===== config.mk =====
export PLATFORM = sky130hd
export DESIGN_NAME = vertical_window_of_interest_ctrl
export DESIGN_NICKNAME = d
export VERILOG_FILES = /design/src/include/vwoi_pkg.sv /design/src/design/vertical_window_of_interest_ctrl.sv
export SDC_FILE = /design/constraint.sdc
export NUM_CORES = 1
export LEC_CHECK = 0
export BUFFER_PORTS_ARGS = -buffer_cell sky130_fd_sc_hd__buf_4
export CORE_AREA = 8 8 129 131
export DETAILED_ROUTE_END_ITERATION = 8
export DIE_AREA = 0 0 137 139
export PLACE_DENSITY_LB_ADDON = 0.08
export SYNTH_ARGS = -nofsm -noshare
export SYNTH_HDL_FRONTEND = slang
export SYNTH_SLANG_ARGS = --single-unit

===== constraint.sdc =====
create_clock -name clock -period 6.8 [get_ports clock]
set_input_delay 1.36 -clock clock [delete_from_list [all_inputs] [get_ports clock]]
set_output_delay 1.36 -clock clock [all_outputs]
set_load 0.1 [all_outputs]

===== src/include/vwoi_pkg.sv =====
/*
 Constants, carriers and state layout for the vertical window control.
 Assumes a 40 MHz core clock and a register master that never waits.
*/
package vwoi_pkg;
    localparam int ROW_W = 11;
    typedef logic [ROW_W-1:0] row_t;

    localparam logic [7:0] ADDR_SOURCE = 8'h00;
    localparam logic [7:0] ADDR_SEQ = 8'h04;
    localparam logic [7:0] ADDR_PRESET = 8'h08;
    localparam logic [7:0] ADDR_ACTIVE = 8'h0c;
    localparam logic [7:0] ADDR_STATUS = 8'h10;
    localparam logic [7:0] ADDR_LINE = 8'h14;

    localparam int START_LSB = 0;
    localparam int END_LSB = 16;
    localparam int ST_PEND = 0;
    localparam int ST_REJECT = 1;
    localparam int ST_BUSY = 2;
    localparam int ST_DISCARD = 3;
    localparam int ST_LEVEL = 4;

    localparam logic [1:0] SRC_SW = 2'h1;
    localparam logic [1:0] SRC_HW = 2'h2;
    localparam logic [1:0] LT_FAST = 2'h0;
    localparam logic [1:0] LT_MID = 2'h1;
    localparam logic [1:0] LT_SLOW = 2'h2;

    localparam row_t START_MIN = 11'h001;
    localparam row_t START_MAX = 11'h6bd;
    localparam row_t END_MIN = 11'h002;
    localparam row_t END_MAX = 11'h6c0;
    localparam row_t FULL_START = 11'h001;
    localparam row_t FULL_END = 11'h6c0;

    localparam real CLOCK_MHZ = 40.0;
    localparam real LINE_US_FAST = 18.5;
    localparam real LINE_US_MID = 37.0;
    localparam real LINE_US_SLOW = 45.6;
    localparam row_t LINE_CYC_FAST = row_t'($rtoi(LINE_US_FAST * CLOCK_MHZ + 0.5));
    localparam row_t LINE_CYC_MID = row_t'($rtoi(LINE_US_MID * CLOCK_MHZ + 0.5));
    localparam row_t LINE_CYC_SLOW = row_t'($rtoi(LINE_US_SLOW * CLOCK_MHZ + 0.5));

    typedef enum logic [1:0] {
        PH_IDLE = 2'b00,
        PH_READ = 2'b01,
        PH_DONE = 2'b11
    } phase_t;

    typedef struct packed {
        logic [7:0] addr;
        logic [31:0] wdata;
        logic wr;
        logic rd;
    } bus_req_t;

    typedef struct packed {
        logic row_active;
        row_t row_index;
        logic frame_valid;
        logic frame_done;
    } readout_t;

    typedef struct packed {
        logic [1:0] src;
        logic seq_sel;
        logic sel_last;
        logic trig_d;
        logic pend;
        logic reject;
        logic discard;
        logic [1:0] lt_sel;
        row_t pre_start;
        row_t pre_end;
        row_t act_start;
        row_t act_end;
        phase_t phase;
        row_t row;
        row_t line_cnt;
        logic row_active;
        logic frame_valid;
        logic frame_done;
        logic [31:0] rdata;
    } ctrl_state_t;
endpackage


===== src/design/vertical_window_of_interest_ctrl.sv =====
/*
 Vertical window of interest controller: preset and active row window,
 software or select-line activation, row readout sequencing.
 Assumes all inputs synchronous to clock and a master that never waits.
*/
// The plain strobed port and the placing of the registers were decided locally.
`timescale 1ns/1ps
module vertical_window_of_interest_ctrl
    import vwoi_pkg::*;
(
    input wire logic clock, // Core clock, 40 MHz
    input wire logic srst, // Synchronous reset, high
    input wire bus_req_t bus, // Register request
    output logic [31:0] rdata, // Read data, cycle after read
    input wire logic external_frame_trigger, // Frame trigger, falling edge
    input wire logic window_select, // Hardware window select level
    output readout_t readout // Row readout control
);

    function automatic logic rows_ok(input row_t first, input row_t last);
        logic ok;
        ok = first >= START_MIN && first <= START_MAX && first[1:0] == 2'b01;
        ok = ok && last >= END_MIN && last <= END_MAX && last[1:0] == 2'b00;
        return ok && last > first;
    endfunction

    function automatic row_t line_cycles(input logic [1:0] sel);
        case (sel)
            LT_MID: return LINE_CYC_MID;
            LT_SLOW: return LINE_CYC_SLOW;
            default: return LINE_CYC_FAST;
        endcase
    endfunction

    ctrl_state_t s;
    ctrl_state_t next_s;
    logic fall;
    logic set_pend;
    logic set_rej;
    logic clr_rej;
    logic apply;
    row_t wr_start;
    row_t wr_end;

    assign fall = s.trig_d & ~external_frame_trigger;
    assign wr_start = bus.wdata[START_LSB +: ROW_W];
    assign wr_end = bus.wdata[END_LSB +: ROW_W];

    always_comb begin
        next_s = s;
        next_s.rdata = 32'h0;
        next_s.frame_done = 1'b0;
        next_s.trig_d = external_frame_trigger;
        set_pend = 1'b0;
        set_rej = 1'b0;
        apply = 1'b0;
        clr_rej = bus.rd && bus.addr == ADDR_STATUS;

        if (bus.wr) begin
            case (bus.addr)
                ADDR_SOURCE: begin
                    if (bus.wdata[1:0] == SRC_SW || bus.wdata[1:0] == SRC_HW) begin
                        next_s.src = bus.wdata[1:0];
                    end
                end
                ADDR_SEQ: begin
                    next_s.seq_sel = bus.wdata[0];
                    // A change in either direction is the trigger
                    if (s.src == SRC_SW && bus.wdata[0] != s.seq_sel) begin
                        set_pend = 1'b1;
                    end
                end
                ADDR_PRESET: begin
                    if (rows_ok(wr_start, wr_end)) begin
                        next_s.pre_start = wr_start;
                        next_s.pre_end = wr_end;
                    end else begin
                        set_rej = 1'b1;
                    end
                end
                ADDR_LINE: begin
                    if (bus.wdata[1:0] != 2'h3) begin
                        next_s.lt_sel = bus.wdata[1:0];
                    end
                end
                default: begin
                end
            endcase
        end

        if (bus.rd) begin
            case (bus.addr)
                ADDR_SOURCE: next_s.rdata = {30'h0, s.src};
                ADDR_SEQ: next_s.rdata = {31'h0, s.seq_sel};
                ADDR_PRESET: begin
                    next_s.rdata[START_LSB +: ROW_W] = s.pre_start;
                    next_s.rdata[END_LSB +: ROW_W] = s.pre_end;
                end
                ADDR_ACTIVE: begin
                    next_s.rdata[START_LSB +: ROW_W] = s.act_start;
                    next_s.rdata[END_LSB +: ROW_W] = s.act_end;
                end
                ADDR_STATUS: begin
                    next_s.rdata[ST_PEND] = s.pend;
                    next_s.rdata[ST_REJECT] = s.reject;
                    next_s.rdata[ST_BUSY] = s.phase != PH_IDLE;
                    next_s.rdata[ST_DISCARD] = s.discard;
                    next_s.rdata[ST_LEVEL] = s.sel_last;
                end
                ADDR_LINE: next_s.rdata = {30'h0, s.lt_sel};
                default: next_s.rdata = 32'h0;
            endcase
        end

        if (fall) begin
            // Level is only looked at on the trigger edge, so glitches between edges are ignored
            next_s.sel_last = window_select;
            if (s.src == SRC_HW && window_select != s.sel_last) begin
                set_pend = 1'b1;
            end
        end

        case (s.phase)
            PH_IDLE: begin
                if (fall) begin
                    // A pending switch waits for a frame boundary, never mid-frame
                    apply = s.pend;
                    next_s.phase = PH_READ;
                    next_s.line_cnt = '0;
                    next_s.discard = s.pend;
                    next_s.frame_valid = !s.pend;
                    if (s.pend) begin
                        next_s.act_start = s.pre_start;
                        next_s.act_end = s.pre_end;
                        next_s.row = s.pre_start;
                    end else begin
                        next_s.row = s.act_start;
                    end
                end
            end
            PH_READ: begin
                if (s.line_cnt == line_cycles(s.lt_sel) - 11'h1) begin
                    next_s.line_cnt = '0;
                    // One overhead line after the last window row
                    if (s.row == s.act_end + 11'h1) begin
                        next_s.phase = PH_DONE;
                        next_s.frame_valid = 1'b0;
                        next_s.frame_done = 1'b1;
                    end else begin
                        next_s.row = s.row + 11'h1;
                    end
                end else begin
                    next_s.line_cnt = s.line_cnt + 11'h1;
                end
            end
            PH_DONE: begin
                next_s.phase = PH_IDLE;
                next_s.discard = 1'b0;
            end
            default: next_s.phase = PH_IDLE;
        endcase

        next_s.row_active = next_s.phase == PH_READ && next_s.row <= next_s.act_end;
        // New events win over the consuming or clearing action in the same cycle
        next_s.pend = (s.pend & ~apply) | set_pend;
        next_s.reject = (s.reject & ~clr_rej) | set_rej;
    end

    always_ff @(posedge clock) begin
        if (srst) begin
            s <= '0;
            s.src <= SRC_SW;
            s.seq_sel <= 1'b0;
            s.lt_sel <= LT_FAST;
            s.pre_start <= FULL_START;
            s.pre_end <= FULL_END;
            s.act_start <= FULL_START;
            s.act_end <= FULL_END;
            s.phase <= PH_IDLE;
        end else begin
            s <= next_s;
        end
    end

    assign rdata = s.rdata;
    assign readout = '{
        row_active: s.row_active,
        row_index: s.row,
        frame_valid: s.frame_valid,
        frame_done: s.frame_done
    };

    // Helper for checking: cycles spent in the readout phase of a frame
    logic [21:0] frame_cyc;
    always_ff @(posedge clock) begin
        if (srst || s.phase == PH_IDLE) begin
            frame_cyc <= 22'h0;
        end else if (s.phase == PH_READ) begin
            frame_cyc <= frame_cyc + 22'h1;
        end
    end
endmodule


# Word level (Yosys, flattened, before mapping)
# Index checks and enable logic that the tools add are counted.
# totals
register_bits,113
input_bits,46
elab_cells,122
# classes
add_sub_neg,4
n_lt_le_gt_ge,6
n_eq_ne,22
n_mux,31
n_bitwise,11
n_reduce_logical,28
# op_table
operator,count
$mux W11,6
$pmux W11 S2,2
$pmux W22 S2,1
$mux W35,1
$add A11 B1 Y11 const B,3
$pmux W5 S6,1
$eq A11 B11 Y1,2
$le A11 B11 Y1 const B,2
$eq A8 B4 Y1 const B,2
$eq A8 B5 Y1 const B,2
$mux W13,1
$mux W1,12
$pmux W6 S2,1
$reduce_and A3 Y1,4
$ge A11 B1 Y1 const B,1
$ge A11 B2 Y1 const B,1
$gt A11 B11 Y1,1
$le A11 B11 Y1,1
$sub A11 B1 Y11 const B,1
$eq A2 B1 Y1 const B,5
$logic_and A1 B1 Y1,10
$eq A2 B2 Y1 const B,4
$eq A8 B3 Y1 const B,1
$logic_not A8 Y1,1
16 further kinds,36

# Longest topological paths before layout
# Gate-level depths: netlist of the first run.
# logic_depth
depth_word,11
mapped_depth,17

# Least setup slack after synthesis of the first run
# Ideal clock, no wire load.
# synth_timing
path_type,input port to flip-flop
startpoint,input external_frame_trigger
endpoint,register s (netlist bit readout[13])
setup_time_ns,0.059
arrival_ns,4.081
t_required_ns,6.741
setup_slack_ns,2.659
cell_stages,13
path_buffers,2
cell_sequence,nor2b_1 clkbuf_1 o21ai_1 nor2_1 nand2_1 buf_2 mux2i_1 ha_1 a21o_1 a2111oi_0 a221o_1 a31o_2 and3_1
# synth_via
elab_chain_len,6
# synth_lines
element,line_no,rtl
"start, declared",vertical_window_of_interest_ctrl.sv:15,"input wire logic external_frame_trigger,"
$not A1 Y1 (*),vertical_window_of_interest_ctrl.sv:45,assign fall = s.trig_d & ~external_frame_trigger;
$and A1 B1 Y1 (*),vertical_window_of_interest_ctrl.sv:45,
$mux W35 (*),vertical_window_of_interest_ctrl.sv:125,if (fall) begin
$pmux W22 S2 (tied with other cells),vertical_window_of_interest_ctrl.sv:123,case (s.phase)
$le A11 B11 Y1 or $eq A2 B1 Y1 (tied branches),vertical_window_of_interest_ctrl.sv:163,next_s.row_active = next_s.phase == PH_READ && next_s.row <= next_s.act_end;
$logic_and A1 B1 Y1 (*),vertical_window_of_interest_ctrl.sv:163,
"end signal, assigned",vertical_window_of_interest_ctrl.sv:181,s <= next_s;
"end, declared",vertical_window_of_interest_ctrl.sv:35,ctrl_state_t s;
# Mark *: on every way between the ends. The rest lies on a longest branch, timed or not. The select of a mux whose other input is x is not followed.
# A chain may end at the register's enable or synchronous reset.

# Worst setup path in the final report of the first run
# Same ends and word-level chain as after synthesis.

==> impl_metrics.csv, run 1 <==
group,metric,value,unit
outcome,status,"completed",
synthesis,synth_top_cell_by_area,"dfxtp_1",
min_path,hold_path_end,"s[76]$_SDFFE_PP0P_",
placement,place_congestion,0.831,
job,maxCapViolCount,0,
clock_network,hold_buffers,0,
drt,drc,0,
synthesis,yosys_warnings,0,
finish,multi_input_area,0.00338,mm²
synthesis,syn-cell-area,0.00597,mm²
min_path,min_from,"s[76]$_SDFFE_PP0P_",
power,finalPower,1.33,mW
power,p_per_area,202,mW/mm²
critical_path,end_kind,"register",
drt,avgRoutedWirePerCell,17.7,µm
timing,hold_viol_final,0,
drt,antenna_left,0,
clock_network,cts_made_buffers,9,
critical_path,path_delay_family,"compound AO/OA/AOI/OAI gates",
critical_path,reg2reg_depth,16,
clock_network,htreeDepth,3,
floorplan,die_y,139,µm
timing,setup-violations-final,0,
timing,period_share,71.4,%
critical_path,crit_required,7100,ps
min_path,min_delay_path_depth,2,
clock_network,cts_sinks,103,
critical_path,reg2reg_setup_slack,2480,ps
clock_network,cts_post_setup_buffers_inserted,0,
drt,vias_per_cell,5.39,
grt,grt_use_total,17.4,%
synthesis,yosysSeqAreaShare,34.5,%
grt,grt_pass1_vias,4894,
synthesis,synthCells,704,
timing,finClkSkew,14.1,ps
placement,hpwl,12500,µm
critical_path,critPathLaunchType,"input port",
finish,fin_area,0.00661,mm²
floorplan,rows,45,
synthesis,ys_top_cells_by_area,"dfxtp_1, mux2i_1, ha_1",
finish,fin_cells,916,
finish,seqCellArea,0.00206,mm²
timing,final_max_slew_viol_count,0,
timing,rsz0062_at_grt,"no",
grt,grt_max_degree,75,
synthesis,ys_async_sr_fraction,0,%
critical_path,crit_buf_inv,2,
floorplan,start_util,40.5,%
timing,worst_pin_slew,993,ps
grt,grt_pass1_wl,26200,µm
critical_path,cp_slowest_stage_delay,580,ps
finish,final_cell_mix,"dfxtp_1, nor2_1, buf_4",
finish,diodes,0,
drt,vias,4940,
floorplan,dieArea,0.0190,mm²
timing,fin_tns_setup,0,ps
clock_network,clk_latency,360,ps
synthesis,yosysUniqueCellTypes,71,
clock_network,cts_tree,"done",
grt,gr-total-overflow,0,
drt,drtIter0Drc,323,
critical_path,r2r_end,"readout[13]$_SDFF_PP0_",
finish,syn_to_final_growth,10.7,%
clock_network,cts_resized,0,
critical_path,cp.arrival,5160,ps
critical_path,critPathKind,"input port to register",
synthesis,avgSynthCellArea,8.48,µm²
drt,routed_wl,16200,µm
floorplan,chipWidth,137,µm
placement,io_buffers,71,
finish,fillers,1538,
clock_network,path_clk_slew,80,ps
synthesis,synth_seq_cells,103,
drt,drt_pre_antenna_iters,4,
floorplan,core-area,0.0148,mm²
critical_path,critPathMaxFanout,10,
placement,placed_cells,900,
synthesis,synth_ff_type,"dfxtp_1",
critical_path,crit_top_cell,"buf_4",
timing,fin_crit,4860,ps
power,ir_worst_vdd,109,µV
grt,antenna_found_initial,0,
synthesis,synth_top_cell_area_share,34.5,%
placement,postPlaceCellArea,0.00632,mm²
critical_path,worstPathCellList,"buf_4 > nor2b_1 > o21ai_1 > nor2_1 > nand2_1 > buf_4 > mux2i_1 > ha_1 > a21o_1 > a2111oi_0 > a221o_1 > a31o_2 > and3_1",
synthesis,synth_enable_flop_cells,0,
critical_path,slowest_stage,"a2111oi_0",
timing,max_freq,206,MHz
finish,drive_gt1_share,15.7,%
clock_network,cts_buffer_depth,2,
finish,nNetsFinal,799,
critical_path,r2r-start,"s[59]$_SDFF_PP0_",
timing,max-slew-margin-rel,33.6,%
clock_network,cts-root-buf,"clkbuf_16",
floorplan,io_pins,92,
min_path,hold_class,"register to register",
power,p_leak,2.71,nW
finish,layout_commonest_cell,"dfxtp_1",
-- registers in the layout, summed over array words and instances, names as in the netlist --
signal,count
s,67
readout,14
rdata,22
-- metal layers --
| layer | vias to the layer above | global-route usage [%] | routed length [µm] |
|---|---|---|---|
| met3 | 21 | 3.70 | 774 |
| met2 | 116 | 28.2 | 7700 |
| met1 | 2323 | 22.4 | 7470 |
| li1 | 2480 | - | - |
| met5 | - | 0 | 0 |
| met4 | 0 | 5.38 | 250 |
-- through the flow --
step / util, % / hold WS (ps) / worst slack [ps]
2_1_floorplan: - / 441 / 2660
3_3_place_gp: 42.8 / 453 / 1650
3_5_place_dp: 42.8 / 461 / 1610
4_1_cts: 44.8 / 472 / 1970
5_1_grt: 44.8 / 501 / 1670
6_report: 44.8 / 470 / 1940
-- how the worst max path moves through the flow --
stage                           start                endpoint  slack [ps]  depth (start not counted)
2_1_floorplan  external_frame_trigger  readout[13]$_SDFF_PP0_        2660                         13
3_3_place_gp   external_frame_trigger  readout[13]$_SDFF_PP0_        1650                         13
3_5_place_dp   external_frame_trigger  readout[13]$_SDFF_PP0_        1610                         13
4_1_cts        external_frame_trigger  readout[13]$_SDFF_PP0_        1970                         13
5_1_grt        external_frame_trigger  readout[13]$_SDFF_PP0_        1670                         13
6_report       external_frame_trigger  readout[13]$_SDFF_PP0_        1940                         13
-- logic make-up after synthesis --
kind of cell / share of synthesized area (%)
and+or+nand+nor: 22.7
AOI/OAI and AO/OA: 13.2
DFF: 34.5
buffers and inverters: 9.64
muxes: 9.82
adders and majority gates: 6.28
xor gates and xnor gates: 3.81
other: 0.0628
-- where the power goes --
part / internal, mW / switching [mW]
clock: 0.264 / 0.247
combinational: 0.0604 / 0.139
sequential: 0.609 / 0.0131
total: 0.933 / 0.399
-- Yosys cell counts (all sizes together) (4+ instances only) --
cell type	count
a2111oi	4
a211oi	13
a21oi	35
a31oi	7
and2	4
and3	12
and4	4
buf	56
clkbuf	21
dfxtp	103
ha	30
inv	20
mux2	5
mux2i	53
nand2	69
nand3	18
nand4	8
nor2	100
nor2b	10
nor3	20
nor3b	4
nor4	10
o21a	9
o21ai	7
o22ai	4
xnor2	13
xor2	13
-- area by class of cell --
cell class | count | area share, %
Clock buffer | 10 | 3.61
Clock inverter | 6 | 0.814
Inverter | 20 | 1.14
Multi-Input combinational cell | 513 | 51.1
Sequential cell | 103 | 31.2
Tap cell | 188 | 3.56
Timing Repair Buffer | 76 | 8.63
-- tightest hold or removal path, stage by stage (launching register included) --
cell and delay (ps):
dfxtp_1 320, nand2_1 50, a21oi_1 50
Power figures use the tool's default switching activity.
==> run 2: changes to the inputs <==
- clock period: 6.8 -> 4.8 ns (I/O delays scaled with it)
==> impl_metrics.csv, run 2 (synthesis gave the netlist of run 1 again) <==
group,metric,value,unit
grt,grt_max_degree,75,
clock_network,path_clk_slew,70,ps
power,ir_worst_vdd,199,µV
timing,hold_viol_final,0,
timing,fin_tns_setup,0,ps
critical_path,worstPathCellList,"nand3_1 > nor3_1 > o32a_1 > a2bb2oi_1 > o31a_1 > a31oi_1 > nor3_1 > ha_1 > a21o_1 > a2111oi_0 > a221o_1 > a31o_2 > and3_1",
critical_path,cp_slowest_stage_delay,530,ps
outcome,status,"completed",
critical_path,cp-startpoint,"s[61]$_SDFF_PP0_",
floorplan,rows,45,
placement,postPlaceCellArea,0.00636,mm²
placement,hpwl,12500,µm
floorplan,dieArea,0.0190,mm²
floorplan,io_pins,92,
grt,grt_use_total,17.3,%
floorplan,chipWidth,137,µm
finish,diodes,0,
timing,max_freq,240,MHz
floorplan,core-area,0.0148,mm²
grt,antenna_found_initial,0,
grt,grt_pass1_vias,4758,
critical_path,r2r_end,"readout[13]$_SDFF_PP0_",
floorplan,start_util,40.5,%
finish,fin_area,0.00669,mm²
drt,vias_per_cell,5.41,
clock_network,cts_buffer_depth,2,
critical_path,critPathKind,"register to register",
critical_path,slowest_stage,"dfxtp_1",
timing,fin_crit,4170,ps
drt,vias,4989,
timing,rsz0062_at_grt,"no",
power,p_leak,2.76,nW
finish,final_cell_mix,"dfxtp_1, nor2_1, buf_4",
critical_path,critPathMaxFanout,9,
critical_path,critPathLaunchType,"register",
grt,gr-total-overflow,0,
drt,avgRoutedWirePerCell,17.8,µm
clock_network,cts_made_buffers,9,
finish,layout_commonest_cell,"dfxtp_1",
timing,worst_pin_slew,1030,ps
clock_network,hold_buffers,0,
timing,period_share,86.9,%
clock_network,cts_sinks,103,
finish,top_register,"s",
finish,nNetsFinal,805,
drt,drt_pre_antenna_iters,5,
timing,max-slew-margin-rel,31.3,%
critical_path,end_kind,"register",
critical_path,reg2reg_setup_slack,630,ps
critical_path,r2r-start,"s[61]$_SDFF_PP0_",
drt,routed_wl,16400,µm
job,maxCapViolCount,0,
power,p_per_area,296,mW/mm²
timing,final_max_slew_viol_count,0,
critical_path,path_depth,13,
clock_network,cts_post_setup_buffers_inserted,0,
finish,syn_to_final_growth,12.0,%
critical_path,crit_required,5110,ps
grt,grt_pass1_wl,26000,µm
finish,drive_gt1_share,16.3,%
finish,largest_reg_flops,67,
timing,post-route-worst-setup-slack,627,ps
floorplan,die_y,139,µm
timing,finClkSkew,8.49,ps
clock_network,cts_tree,"done",
placement,io_buffers,71,
critical_path,path_delay_family,"compound AO/OA/AOI/OAI gates",
critical_path,crit_top_cell,"nor3_1",
clock_network,cts_resized,0,
placement,place_congestion,0.832,
clock_network,cts-root-buf,"clkbuf_16",
critical_path,cp.arrival,4480,ps
timing,setup-violations-final,0,
drt,drtIter0Drc,334,
placement,pre_cts_ws,728,ps
min_path,hold_class,"register to register",
drt,drc,0,
power,finalPower,1.98,mW
clock_network,htreeDepth,3,
clock_network,clk_latency,360,ps
critical_path,reg2reg_depth,13,
critical_path,cp-endpoint,"readout[13]$_SDFF_PP0_",
critical_path,crit_buf_inv,0,
drt,antenna_left,0,
[run 2: changes by cell type in the layout (fill, tap and decap cells not counted), sizes merged]
cell	delta
clkbuf	-1
clkinvlp	-1
bufinv	+2
inv	+1
buf	+6
clkinv	-1
[run 2: cell type report]
cell class	count	area (µm²)
Multi-Input combinational cell	513	3380
Fill cell	1464	8060
Tap cell	188	235
Sequential cell	103	2060
Clock buffer	9	225
Inverter	20	75.1
Timing Repair Buffer	82	616
Clock inverter	7	103
[run 2: routing by layer]
metal	routed length (µm)	vias up	GRT usage [%]	part of all wire, %
li1	-	2481	-	-
met1	7210	2336	21.6	44
met2	7930	149	28.5	48
met3	1000	23	4.78	6.1
met4	286	0	4.63	1.7
met5	0	-	0	0
[run 2: worst reg2reg max path, stage by stage, from the launching register on]
cell	delay (ps)
dfxtp_1	530
nand3_1	290
nor3_1	250
o32a_1	190
a2bb2oi_1	530
o31a_1	460
a31oi_1	190
nor3_1	200
ha_1	280
a21o_1	180
a2111oi_0	520
a221o_1	230
a31o_2	130
and3_1	150
[run 2: how the worst min path moves through the flow]
stage	startpoint	to	slack [ps]	depth (start not counted)
after floorplan	readout[1]$_SDFFE_PP0P_	readout[1]$_SDFFE_PP0P_	440	2
after global placement	s[76]$_SDFFE_PP0P_	s[76]$_SDFFE_PP0P_	450	2
after detailed placement	s[80]$_SDFFE_PP0P_	s[80]$_SDFFE_PP0P_	460	2
after CTS	s[80]$_SDFFE_PP0P_	s[80]$_SDFFE_PP0P_	470	2
after global routing	s[77]$_SDFFE_PP0P_	s[77]$_SDFFE_PP0P_	500	2
final	s[76]$_SDFFE_PP0P_	s[76]$_SDFFE_PP0P_	470	2
[run 2: power by group]
| part | internal, mW | total, mW | leakage (nW) | switching [mW] |
|---|---|---|---|---|
| Clock | 0.464 | 0.816 | 0.157 | 0.352 |
| Sequential | 0.863 | 0.881 | 0.832 | 0.0183 |
| Combinational | 0.0883 | 0.287 | 1.77 | 0.198 |
[run 2: per-stage QoR]
stage	util [%]	std cells	hold WS, ps
2_1_floorplan	-	713	441
6_report	45.4	922	467
5_1_grt	45.4	922	495
3_3_place_gp	43.1	906	452
3_5_place_dp	43.1	906	459
4_1_cts	45.4	922	469
==> run 3: changes to the inputs <==
- CORE_AREA: 8 8 129 131 -> 8 8 125 127
- DIE_AREA: 0 0 137 139 -> 0 0 133 135
==> impl_metrics.csv, run 3 (synthesis gave the netlist of run 1 again) <==
group,metric,value,unit
clock_network,hold_buffers,0,
timing,fin_tns_setup,0,ps
grt,grt_max_degree,75,
outcome,status,"completed",
grt,grt_use_total,17.7,%
floorplan,io_pins,92,
critical_path,crit_required,5100,ps
finish,nNetsFinal,801,
finish,syn_to_final_growth,11.2,%
floorplan,chipWidth,133,µm
floorplan,start_util,43.9,%
clock_network,clk_latency,350,ps
critical_path,cp-startpoint,"s[59]$_SDFF_PP0_",
critical_path,critPathKind,"register to register",
drt,antenna_left,0,
critical_path,slowest_stage,"a2111oi_0",
placement,postPlaceCellArea,0.00632,mm²
clock_network,cts-root-buf,"clkbuf_16",
timing,worst_pin_slew,1050,ps
power,p_leak,2.73,nW
drt,routed_wl,15900,µm
clock_network,cts_buffer_depth,2,
placement,hpwl,12100,µm
critical_path,worstPathCellList,"ha_1 > nand3_1 > xnor2_1 > nor4_2 > nand4_2 > o31a_2 > and3_1 > nor3_1 > ha_1 > a21o_1 > a2111oi_0 > a221o_1 > a31o_2 > and3_1",
timing,hold_viol_final,0,
clock_network,path_clk_slew,80,ps
clock_network,htreeDepth,3,
critical_path,path_delay_family,"compound AO/OA/AOI/OAI gates",
timing,holdWs,471,ps
clock_network,cts_tree,"done",
timing,period_share,89.4,%
drt,drtIter0Drc,248,
critical_path,crit_buf_inv,0,
drt,drt_pre_antenna_iters,5,
drt,drc,0,
finish,diodes,0,
job,maxCapViolCount,0,
finish,fin_util,48.8,%
timing,final_max_slew_viol_count,0,
power,finalPower,1.94,mW
min_path,min_from,"s[76]$_SDFFE_PP0P_",
grt,grt_pass1_wl,25300,µm
clock_network,cts_sinks,103,
power,ir_worst_vdd,158,µV
drt,vias,4907,
timing,max-slew-margin-rel,29.9,%
drt,avgRoutedWirePerCell,17.5,µm
finish,fin_area,0.00664,mm²
drt,vias_per_cell,5.39,
finish,top_register,"s",
critical_path,critPathMaxFanout,8,
grt,grt_pass1_vias,4750,
grt,gr-total-overflow,0,
critical_path,end_kind,"register",
placement,place_congestion,0.847,
finish,drive_gt1_share,15.9,%
floorplan,die_y,135,µm
finish,largest_reg_flops,67,
finish,final_cell_mix,"dfxtp_1, nor2_1, buf_4",
floorplan,dieArea,0.0180,mm²
clock_network,cts_made_buffers,9,
critical_path,cp.arrival,4590,ps
floorplan,rows,43,
min_path,hold_class,"register to register",
grt,antenna_found_initial,0,
floorplan,core-area,0.0136,mm²
finish,layout_commonest_cell,"dfxtp_1",
timing,setup-violations-final,0,
timing,fin_crit,4290,ps
critical_path,critPathLaunchType,"register",
timing,finClkSkew,8.20,ps
placement,io_buffers,71,
critical_path,cp_slowest_stage_delay,550,ps
finish,fillers,1344,
power,p_per_area,292,mW/mm²
critical_path,r2r-start,"s[59]$_SDFF_PP0_",
clock_network,cts_post_setup_buffers_inserted,0,
timing,rsz0062_at_grt,"no",
clock_network,cts_resized,0,
timing,max_freq,233,MHz
## run 3: power breakdown
part | switching (mW) | leakage [nW] | total, mW | internal [mW]
Sequential | 0.0180 | 0.832 | 0.881 | 0.863
Clock | 0.359 | 0.153 | 0.779 | 0.420
Combinational | 0.196 | 1.75 | 0.283 | 0.0861
Total | 0.573 | 2.73 | 1.94 | 1.37
## run 3: routing by layer
layer  routed length (µm)  track usage, %  up-vias
li1                     -               -     2474
met1                 7400            22.3     2299
met2                 7500            29.0      108
met3                  668            4.05       26
met4                  346            6.56        0
met5                    0               0        -
## run 3: final timing paths
kind                            cells after the start  slack (ps)                      to
worst min-delay path                                2         470      s[76]$_SDFFE_PP0P_
worst max register to register                     14         510  readout[13]$_SDFF_PP0_
worst max-delay path                               14         510  readout[13]$_SDFF_PP0_
worst min register to register                      2         470      s[76]$_SDFFE_PP0P_
## run 3: worst reg2reg max path: stages, from the launching register on
cell and delay [ps]:
dfxtp_1 490, ha_1 340, nand3_1 120, xnor2_1 160
nor4_2 340, nand4_2 250, o31a_2 480, and3_1 220
nor3_1 280, ha_1 300, a21o_1 180, a2111oi_0 550
a221o_1 240, a31o_2 130, and3_1 150
## run 3: layout make-up
class | count | area [µm²] | share of cell area, %
Sequential cell | 103 | 2060 | 31.0
Multi-Input combinational cell | 513 | 3380 | 50.8
Timing Repair Buffer | 78 | 586 | 8.81
Clock buffer | 9 | 225 | 3.39
Clock inverter | 7 | 93.8 | 1.41
Tap cell | 180 | 225 | 3.39
Inverter | 20 | 75.1 | 1.13
## run 3: stage by stage
stage / std cells / worst slack, ps
floorplan: 713 / 1060
global placement: 894 / 508
detailed placement: 894 / 550
CTS: 910 / 527
global route: 910 / 342
finish: 910 / 507
